===== config.mk =====
export PLATFORM = sky130hd
export DESIGN_NAME = parallel_io_port_64
export DESIGN_NICKNAME = d
export VERILOG_FILES = /design/src/rtl/gpio_pkg.sv /design/src/rtl/sync_if.sv /design/src/rtl/parallel_io_port_64.sv /design/src/rtl/input_sync.sv
export SDC_FILE = /design/constraint.sdc
export NUM_CORES = 1
export LEC_CHECK = 0
export ABC_AREA = 1
export BUFFER_PORTS_ARGS = -buffer_cell sky130_fd_sc_hd__buf_2
export CAP_MARGIN = 25
export CORE_AREA = 2 2 162 164
export DETAILED_ROUTE_END_ITERATION = 10
export DIE_AREA = 0 0 164 166
export PLACE_DENSITY = 0.73
export SYNTH_ARGS = -nofsm -noshare
export SYNTH_HDL_FRONTEND = slang
export SYNTH_SLANG_ARGS = --single-unit

===== constraint.sdc =====
create_clock -name mclk -period 9.8 [get_ports mclk]
set_input_delay 0.98 -clock mclk [delete_from_list [all_inputs] [get_ports mclk]]
set_output_delay 0.98 -clock mclk [all_outputs]
set_load 0.05 [all_outputs]

===== src/rtl/gpio_pkg.sv =====
// Constants shared by the parallel port design files.
package gpio_pkg;
  localparam int unsigned port_width = 64;
  localparam int unsigned half_width = 32;
  localparam int unsigned addr_width = 32;
  localparam int unsigned lane_count = 4;
  localparam int unsigned lane_width = 8;
  localparam logic [31:0] addr_input_low = 32'h0fffffc0;
  localparam logic [31:0] addr_input_high = 32'hffffffc4;
  localparam logic [31:0] addr_output_low = 32'h0fffffc8;
  localparam logic [31:0] addr_output_high = 32'hffffffcc;
  localparam logic [31:0] word_zero = 32'h00000000;
  localparam logic [63:0] port_zero = 64'h0000000000000000;
  localparam logic [1:0] rst_sync_zero = 2'h0;
  localparam logic [1:0] rst_sync_one = 2'h3;

  typedef enum logic [3:0] {
    sel_none = 4'h0,
    sel_input_low = 4'h1,
    sel_input_high = 4'h2,
    sel_output_low = 4'h4,
    sel_output_high = 4'h8
  } reg_sel_t;
endpackage


===== src/rtl/sync_if.sv =====
// Carrier between the port top and its input synchroniser.
`timescale 1ns/1ps
interface sync_if;
  logic [63:0] raw;
  logic [63:0] stable;
  modport filt (input raw, output stable);
  modport user (output raw, input stable);
endinterface


===== src/rtl/parallel_io_port_64.sv =====
// General purpose 64-bit parallel input and output port with memory-mapped registers.
`timescale 1ns/1ps
module parallel_io_port_64
  import gpio_pkg::*;
#(
  parameter bit implement = 1'b1
) (
  // Clock and reset
  input wire logic mclk,
  input wire logic arst_n,
  // Register bus
  input wire logic [addr_width-1:0] bus_addr,
  input wire logic bus_rden,
  input wire logic bus_wren,
  input wire logic [lane_count-1:0] bus_ben,
  input wire logic [half_width-1:0] bus_wdata,
  output logic [half_width-1:0] bus_rdata,
  output logic bus_ack,
  output logic bus_err,
  output logic device_err,
  // Parallel lines
  input wire logic [port_width-1:0] gpio_in,
  output logic [port_width-1:0] gpio_out
);
  // Internal reset: asserted with the pin, released two edges after it.
  logic [1:0] rst_pipe;
  logic [1:0] next_rst_pipe;
  logic rst_n;

  // Access decoded in the current cycle.
  reg_sel_t sel;
  logic [port_width/half_width-1:0] half_wr;
  logic wr_hit_out;
  logic wr_hit_in;
  logic rd_hit;

  // Output line storage.
  logic [port_width-1:0] out_reg;
  logic [port_width-1:0] next_out_reg;

  // Bus answer.
  logic [half_width-1:0] next_rdata;
  logic next_ack;
  logic next_err;

  sync_if lines ();

  // Maps a byte address onto the register that it selects.
  function automatic reg_sel_t decode(input logic [addr_width-1:0] addr);
    unique case (addr)
      addr_input_low: decode = sel_input_low;
      addr_input_high: decode = sel_input_high;
      addr_output_low: decode = sel_output_low;
      addr_output_high: decode = sel_output_high;
      default: decode = sel_none;
    endcase
  endfunction

  // True for either register of the read-only input side.
  function automatic logic is_input(input reg_sel_t s);
    is_input = (s == sel_input_low) || (s == sel_input_high);
  endfunction

  // Byte lanes whose enable is clear keep their old value.
  function automatic logic [half_width-1:0] merge_lanes(
    input logic [half_width-1:0] old_word,
    input logic [half_width-1:0] new_word,
    input logic [lane_count-1:0] enables
  );
    logic [half_width-1:0] merged;
    merged = old_word;
    for (int b = 0; b < lane_count; b++) begin
      if (enables[b]) begin
        merged[b*lane_width +: lane_width] = new_word[b*lane_width +: lane_width];
      end
    end
    merge_lanes = merged;
  endfunction

  // Value that a read of the selected register returns.
  function automatic logic [half_width-1:0] read_word(
    input reg_sel_t s,
    input logic [port_width-1:0] in_lines,
    input logic [port_width-1:0] out_lines
  );
    unique case (s)
      sel_input_low: read_word = in_lines[half_width-1:0];
      sel_input_high: read_word = in_lines[port_width-1:half_width];
      sel_output_low: read_word = out_lines[half_width-1:0];
      sel_output_high: read_word = out_lines[port_width-1:half_width];
      default: read_word = word_zero;
    endcase
  endfunction

  // Only the second stage feeds the reset net, so a slow rise of the pin cannot race the registers.
  always_comb begin
    next_rst_pipe = {rst_pipe[0], 1'b1};
  end

  always_ff @(posedge mclk or negedge arst_n) begin
    if (!arst_n) begin
      rst_pipe <= rst_sync_zero;
    end else begin
      rst_pipe <= next_rst_pipe;
    end
  end

  assign rst_n = rst_pipe[1];

  assign lines.raw = gpio_in;

  // The far-side lines are asynchronous, so they are filtered before software can see them.
  input_sync u_input_sync (
    .mclk(mclk),
    .rst_n(rst_n),
    .lines(lines.filt)
  );

  assign sel = decode(bus_addr);

  // A write wins over a read in the same cycle; a unit that is left out takes nothing at all.
  always_comb begin
    wr_hit_in = 1'b0;
    half_wr = '0;
    rd_hit = 1'b0;
    if (implement) begin
      if (bus_wren) begin
        wr_hit_in = is_input(sel);
        half_wr[0] = (sel == sel_output_low);
        half_wr[1] = (sel == sel_output_high);
      end else if (bus_rden) begin
        rd_hit = (sel != sel_none);
      end
    end
    wr_hit_out = |half_wr;
  end

  // Each half is its own register, so a 64-bit update always takes two accesses.
  genvar h;
  generate
    for (h = 0; h < port_width / half_width; h++) begin : g_half
      always_comb begin
        if (!implement) begin
          next_out_reg[h*half_width +: half_width] = word_zero;
        end else if (half_wr[h]) begin
          next_out_reg[h*half_width +: half_width] =
            merge_lanes(out_reg[h*half_width +: half_width], bus_wdata, bus_ben);
        end else begin
          next_out_reg[h*half_width +: half_width] = out_reg[h*half_width +: half_width];
        end
      end
    end
  endgenerate

  // A reset clears the lines, so loads on the far side see a known level from the start.
  always_ff @(posedge mclk or negedge rst_n) begin
    if (!rst_n) begin
      out_reg <= port_zero;
    end else begin
      out_reg <= next_out_reg;
    end
  end

  // Read data is zero outside a read answer, so the bus can be OR-combined with other units.
  always_comb begin
    next_rdata = word_zero;
    if (rd_hit) begin
      next_rdata = read_word(sel, lines.stable, out_reg);
    end
  end

  always_ff @(posedge mclk or negedge rst_n) begin
    if (!rst_n) begin
      bus_rdata <= word_zero;
    end else begin
      bus_rdata <= next_rdata;
    end
  end

  always_comb begin
    next_ack = 1'b0;
    if (wr_hit_out || rd_hit) begin
      next_ack = 1'b1;
    end
  end

  // Unmapped addresses get no answer so that the system bus fault monitor can time them out.
  always_ff @(posedge mclk or negedge rst_n) begin
    if (!rst_n) begin
      bus_ack <= 1'b0;
    end else begin
      bus_ack <= next_ack;
    end
  end

  always_comb begin
    next_err = 1'b0;
    if (wr_hit_in) begin
      next_err = 1'b1;
    end
  end

  // A refused store raises the bus error and the target device error cause together.
  always_ff @(posedge mclk or negedge rst_n) begin
    if (!rst_n) begin
      bus_err <= 1'b0;
      device_err <= 1'b0;
    end else begin
      bus_err <= next_err;
      device_err <= next_err;
    end
  end

  assign gpio_out = out_reg;
endmodule


===== src/rtl/input_sync.sv =====
// Three-stage input synchroniser with agreement filter for the parallel input lines.
`timescale 1ns/1ps
module input_sync
  import gpio_pkg::*;
(
  // Clock and reset
  input wire logic mclk,
  input wire logic rst_n,
  // Lines
  sync_if.filt lines
);
  logic [port_width-1:0] stage1;
  logic [port_width-1:0] stage2;
  logic [port_width-1:0] stage3;
  logic [port_width-1:0] held;
  logic [port_width-1:0] next_held;

  // A bit is only accepted once two later stages agree, which hides one-cycle glitches.
  genvar i;
  generate
    for (i = 0; i < port_width; i++) begin : g_bit
      always_comb begin
        next_held[i] = (stage2[i] == stage3[i]) ? stage3[i] : held[i];
      end
    end
  endgenerate

  always_ff @(posedge mclk or negedge rst_n) begin
    if (!rst_n) begin
      stage1 <= port_zero;
      stage2 <= port_zero;
      stage3 <= port_zero;
      held <= port_zero;
    end else begin
      stage1 <= lines.raw;
      stage2 <= stage1;
      stage3 <= stage2;
      held <= next_held;
    end
  end

  assign lines.stable = held;
endmodule


# Yosys cells after proc, flatten, opt, wreduce, memory -nomap -nowiden
# Cells that the tools add are included.
[totals]
output_inout_bits = 99
rom_bits = 0
input_bits = 136
memories = 0
latch_bits = 0
ff_bits = 356
ramBits = 0
elab_cells = 172
[classes]
n_mul = 0
eq_ne = 72
n_addsub = 0
reduce_logical = 12
order_cmp = 0
n_shift = 0
n_mux = 9
div = 0
bitwise = 0
[ops]
columns = ["cell", "count"]
rows = [
  ["32-bit one-hot mux with 4 select lines", 1],
  ["1-bit equality test", 64],
  ["32-bit by 28-bit equality test with 1-bit output, second input constant", 2],
  ["32-bit equality test, second input constant", 2],
  ["32-bit two-way mux", 1],
  ["4-bit one-hot mux with 4 select lines", 1],
  ["2-bit AND reduction", 8],
  ["1-bit two-way mux", 5],
  ["4-bit by 1-bit equality test with 1-bit output, second input constant", 1],
  ["4-bit by 2-bit equality test with 1-bit output, second input constant", 1],
  ["4-bit by 3-bit equality test with 1-bit output, second input constant", 1],
  ["4-bit equality test, second input constant", 1],
  ["4-bit nonzero test", 1],
  ["1-bit logical OR", 2],
  ["2-bit two-way mux", 1],
  ["2-bit OR reduction", 1],
]

# Depth between registers and ports, before layout
[depth]
ltp_word = 7
depth_mapped = 11
mapped_depth_nobuf = 10

# Modules after synthesis
# A second synthesis with hierarchy kept.
[hier_totals]
cells_unflattened = 1148
area_unflattened_um2 = 12707.2
[modules_own_cells]
columns = ["mod", "cells_per_inst", "area_per_inst_um2", "n_inst", "seq_area_each_um2"]
rows = [
  ["input_sync", 512, 7447.1, 1, 6406.1],
  ["parallel_io_port_64", 636, 5260.0, 1, 2502.4],
]

# Worst setup path after synthesis
# Ideal clock, no wire load.
[synth_timing]
kind = "input to register"
start = "in bus_addr[9]"
end = "reg out_reg[13] (netlist: gpio_out[13])"
path_stages = 10
setup_slack_ns = 7.643
setup_ns = 0.120
t_required_ns = 9.680
arrival_ns = 2.037
n_path_buf = 1
cell_sequence = "nand2_1 > nor2_1 > nand2_2 > nor2_4 > nand2_4 > nor2_8 > nand2_4 > buf_6 > nand2_1 > o21ai_2"
[synth_via]
elab_chain_cells = 5
word_cells_on_any_way = 8
cone_classes = "eq/ne: 5; mux: 2; reduce/logical: 1"
[synth_lines]
columns = ["element", "line_no", "text"]
rows = [
  ["start: declaration", "parallel_io_port_64.sv:12", "input wire logic [addr_width-1:0] bus_addr,"],
  ["32-bit equality test or 32-bit by 28-bit equality test with 1-bit output (tied branches)", "parallel_io_port_64.sv:50", "unique case (addr)"],
  ["4-bit one-hot mux with 4 select lines *", "parallel_io_port_64.sv:50", ""],
  ["4-bit by 3-bit equality test with 1-bit output *", "parallel_io_port_64.sv:129", "half_wr[0] = (sel == sel_output_low);"],
  ["2-bit two-way mux *", "parallel_io_port_64.sv:127", "if (bus_wren) begin"],
  ["2-bit AND reduction (no line) *", "--", ""],
  ["end signal: assignment", "parallel_io_port_64.sv:158", "out_reg <= port_zero;"],
  ["end signal: assignment", "parallel_io_port_64.sv:160", "out_reg <= next_out_reg;"],
  ["end: declaration", "parallel_io_port_64.sv:38", "logic [port_width-1:0] out_reg;"],
]
# Every way passes the cells marked *; elsewhere a longest branch is shown, timed or not.
# A chain may end at the register's enable or synchronous reset.

# Final worst setup path
[layout_timing]
start = "in bus_addr[4]"
end = "reg bus_rdata[12]"
[layout_via]
elab_chain_cells = 6
word_cells_on_any_way = 14
cone_classes = "eq/ne: 8; mux: 5; reduce/logical: 1"
[layout_lines]
columns = ["element", "line_no", "text"]
rows = [
  ["32-bit equality test or 32-bit by 28-bit equality test with 1-bit output (tied branches)", "parallel_io_port_64.sv:50", ""],
  ["4-bit one-hot mux with 4 select lines *", "parallel_io_port_64.sv:50", ""],
  ["parallel branches: the longest is 3 deep, another holds 32-bit one-hot mux with 4 select lines", "--", ""],
  ["32-bit two-way mux *", "parallel_io_port_64.sv:167", "if (rd_hit) begin"],
  ["via next_rdata[12]", "parallel_io_port_64.sv:42", "logic [half_width-1:0] next_rdata;"],
  ["end signal: assignment", "parallel_io_port_64.sv:174", "bus_rdata <= word_zero;"],
  ["end signal: assignment", "parallel_io_port_64.sv:176", "bus_rdata <= next_rdata;"],
  ["end: declaration", "parallel_io_port_64.sv:17", "output logic [half_width-1:0] bus_rdata,"],
]
# Mark *: on every way through the listed nets, which the timed path passes.

==> results.cfg <==
[drt]
first_pass_iters = 4
postRouteAntennaNets = 0
dr.first_iter.drc_count = 542
vias = 7762
remaining_drc_errors = 0
drt_wl_total_mm = 26.63
wire_per_inst_um = 17.06
vias_per_cell = 4.972

[timing]
period_minus_slack_ps = 2651
final_max_slew_viol_count = 0
slew_headroom_pct = 31.28
hold_viol_final = 0
setup_viol = 0
fmax_mhz = 377.3
max_slew.worst_pin.slew_ps = 1031
post-route-period-util_pct = 27.05
fin_ws_ps = 7149
skew_ps = 17.56
rsz0062_at_grt = no
setup_tns_ps = 0

[power]
switchingPower_w = 0.0006314
power_density_nw_per_um2 = 199.5
p_clk_share_pct = 44.0
peakVddDrop_uv = 143.6
combPwrFrac_pct = 3.2
p_int_w = 0.002348
leakagePower_nw = 7.508
seqPwrFrac_pct = 52.8
swShare_pct = 21.19

[die]
die_height_um = 166
die_w_um = 164
top_level_ports = 235
rows = 59
initial_core_util_pct = 48.04
die-area_sq_um = 27220
core-area_sq_um = 25620

[global_route]
grt_pass1_vias = 8074
grt_pass1_wl_mm = 43.02
grt_overflow = 0
grt_max_degree = 201
track_usage_pct = 20.18
antenna_found_initial = 4

[yosys]
syn_area_sq_um = 12310
synth_seq_area_share_pct = 72.39
synth_cells = 956
synth.distinct_cells = 18
syn_area_per_cell_sq_um = 12.87
ys_ff_latch = 356
synth_nets = 1092
yosysWarnings = 0

[final_layout]
nets = 1336
final_cells = 1561
num-fill-cells = 2046
fin_area_sq_um = 14930
area_growth_pct = 21.33
drive_gt1_share_pct = 31.40
final_common_cell = dfrtp_1
final_cell_mix = 355 x dfrtp_1, 234 x buf_2, 161 x nand2_1

[critical_path]
criticalPathCategory = input port to flop
cpPeakStageDelay_ps = 760
slowest_stage = nor2_4
path_cells = buf_2 -> inv_1 -> nand2_1 -> nor2_2 -> nand2_1 -> nor2_4 -> nand2_1 -> nand2_1 -> o21ai_4 -> buf_16 -> nor2_1
critPathMaxFanout = 33
worstPathArrival_ps = 3070
crit_path_end_kind = flop
cpMostUsedCell = nand2_1
required_ps = 10220
cp-start-kind = input port

[placement]
dp_cells = 1495
hpwlAfterDp_mm = 16.95
placed_cell_area_sq_um = 13740
io_buffers = 234
place_congestion = 0.7660
dpl_worst_slack_ps = 6501

[outcome]
status = finished, final reports clean

[flow_run]
maxCapViolations = 0

[cts]
clockBufferDepth = 3
cts_buffers = 36
cts_resized = 0
cts_hold_buf = 0
insertion_delay_ps = 520
cts_sinks = 356
h-tree-depth = 2
cts-root-buf = clkbuf_16
path_clk_slew_ps = 60
postCtsSetupRepairBufs = 0
cts_tree = done

[worst_hold_path]
hold_path_class = input port to async pin
-- critical path: cells and delay by family --
kind / cells / cell delay, ps
simple gates: 7 / 1510
compound gates: 1 / 180
buf+inv: 3 / 360
-- synthesized netlist by cell type --
library cell | instances | area, sq um
nand2_4 | 10 | 112.6
buf_4 | 9 | 67.56
nor2_1 | 76 | 285.3
nor2_8 | 2 | 40.04
dfrtp_1 | 356 | 8909
nor2_2 | 5 | 31.28
nor2_4 | 2 | 22.52
conb_1 | 1 | 3.750
inv_2 | 1 | 3.750
o21ai_2 | 65 | 569.3
a21oi_1 | 2 | 10.01
nand2_2 | 1 | 6.260
buf_6 | 8 | 90.09
nand2_1 | 161 | 604.3
buf_2 | 21 | 105.1
inv_1 | 44 | 165.2
nand3_1 | 128 | 640.6
maj3_1 | 64 | 640.6
-- through the flow --
stage | power [W] | hold WS, ps | utilization (%)
floorplan | 0.001639 | 331.1 | -
global placement | 0.001688 | 331.6 | 53.63
detailed placement | 0.001694 | 334.7 | 53.63
CTS | 0.003012 | 235.8 | 58.05
global route | 0.003100 | 242.0 | 58.29
finish | 0.002979 | 254.9 | 58.29
-- cells by family (layout without fill, tap and decap cells) --
kind of cell    count (synthesis)  count (layout)  synth area share, %
simple gates                  385             385                14.16
flops                         356             356                72.39
buf+inv                        83             350                3.507
compound gates                 67              67                4.707
fa+ha+maj                      64              64                5.205
other cells                     1               4              0.03047
-- sequential cells by signal, indices dropped and copies added (netlist names) --
signal,cells
u_input_sync.stage1,64
u_input_sync.stage2,64
device_err,1
bus_ack,1
u_input_sync.lines.stable,64
rst_pipe,2
gpio_out,64
bus_rdata,32
u_input_sync.stage3,64
-- path summary, 6_finish.rpt --
path	from	end	slack (ps)	cells after the start
hold reg to reg	u_input_sync.stage1[53]$_DFF_PN0_	u_input_sync.stage2[53]$_DFF_PN0_	340	0
max in group asynchronous	rst_pipe[1]$_DFF_PN0_	u_input_sync.stage2[4]$_DFF_PN0_	7690	2
min in group mclk	u_input_sync.stage1[53]$_DFF_PN0_	u_input_sync.stage2[53]$_DFF_PN0_	340	0
hold / removal	arst_n	rst_pipe[1]$_DFF_PN0_	250	1
setup reg to reg	rst_pipe[1]$_DFF_PN0_	u_input_sync.stage2[4]$_DFF_PN0_	7690	2
setup / recovery	bus_addr[4]	bus_rdata[12]$_DFF_PN0_	7150	11
-- per-layer routing --
metal  vias up  track usage, %  routed length [um]
li1       3607               -                   -
met1      3803           28.03               11410
met2       276           31.48               12520
met3        74           4.021                1777
met4         2           8.124                 912
met5         -               0                  13
-- final cells by class --
cell class                 count  area (sq um)  share of cell area [%]
sequential                   356          8912                   59.69
multi-input combinational    517          2994                   20.05
timing repair buffer         244          1299                   8.698
clock buffer                  49         999.7                   6.695
tap                          335         419.2                   2.807
inverter                      45         168.9                   1.131
clock inverter                12         131.4                  0.8798
antenna                        3         7.507                 0.05028
-- power groups by stage --
stage	clock network (W)	registers, W	logic, W
after global placement	0	0.00160	0.0000930
final	0.00131	0.00157	0.0000951
after CTS	0.00134	0.00157	0.0000973
after detailed placement	0	0.00160	0.0000965
after global routing	0.00141	0.00158	0.000110
after floorplan	0	0.00161	0.0000324
Note: power is estimated with default switching activity, not from simulation.
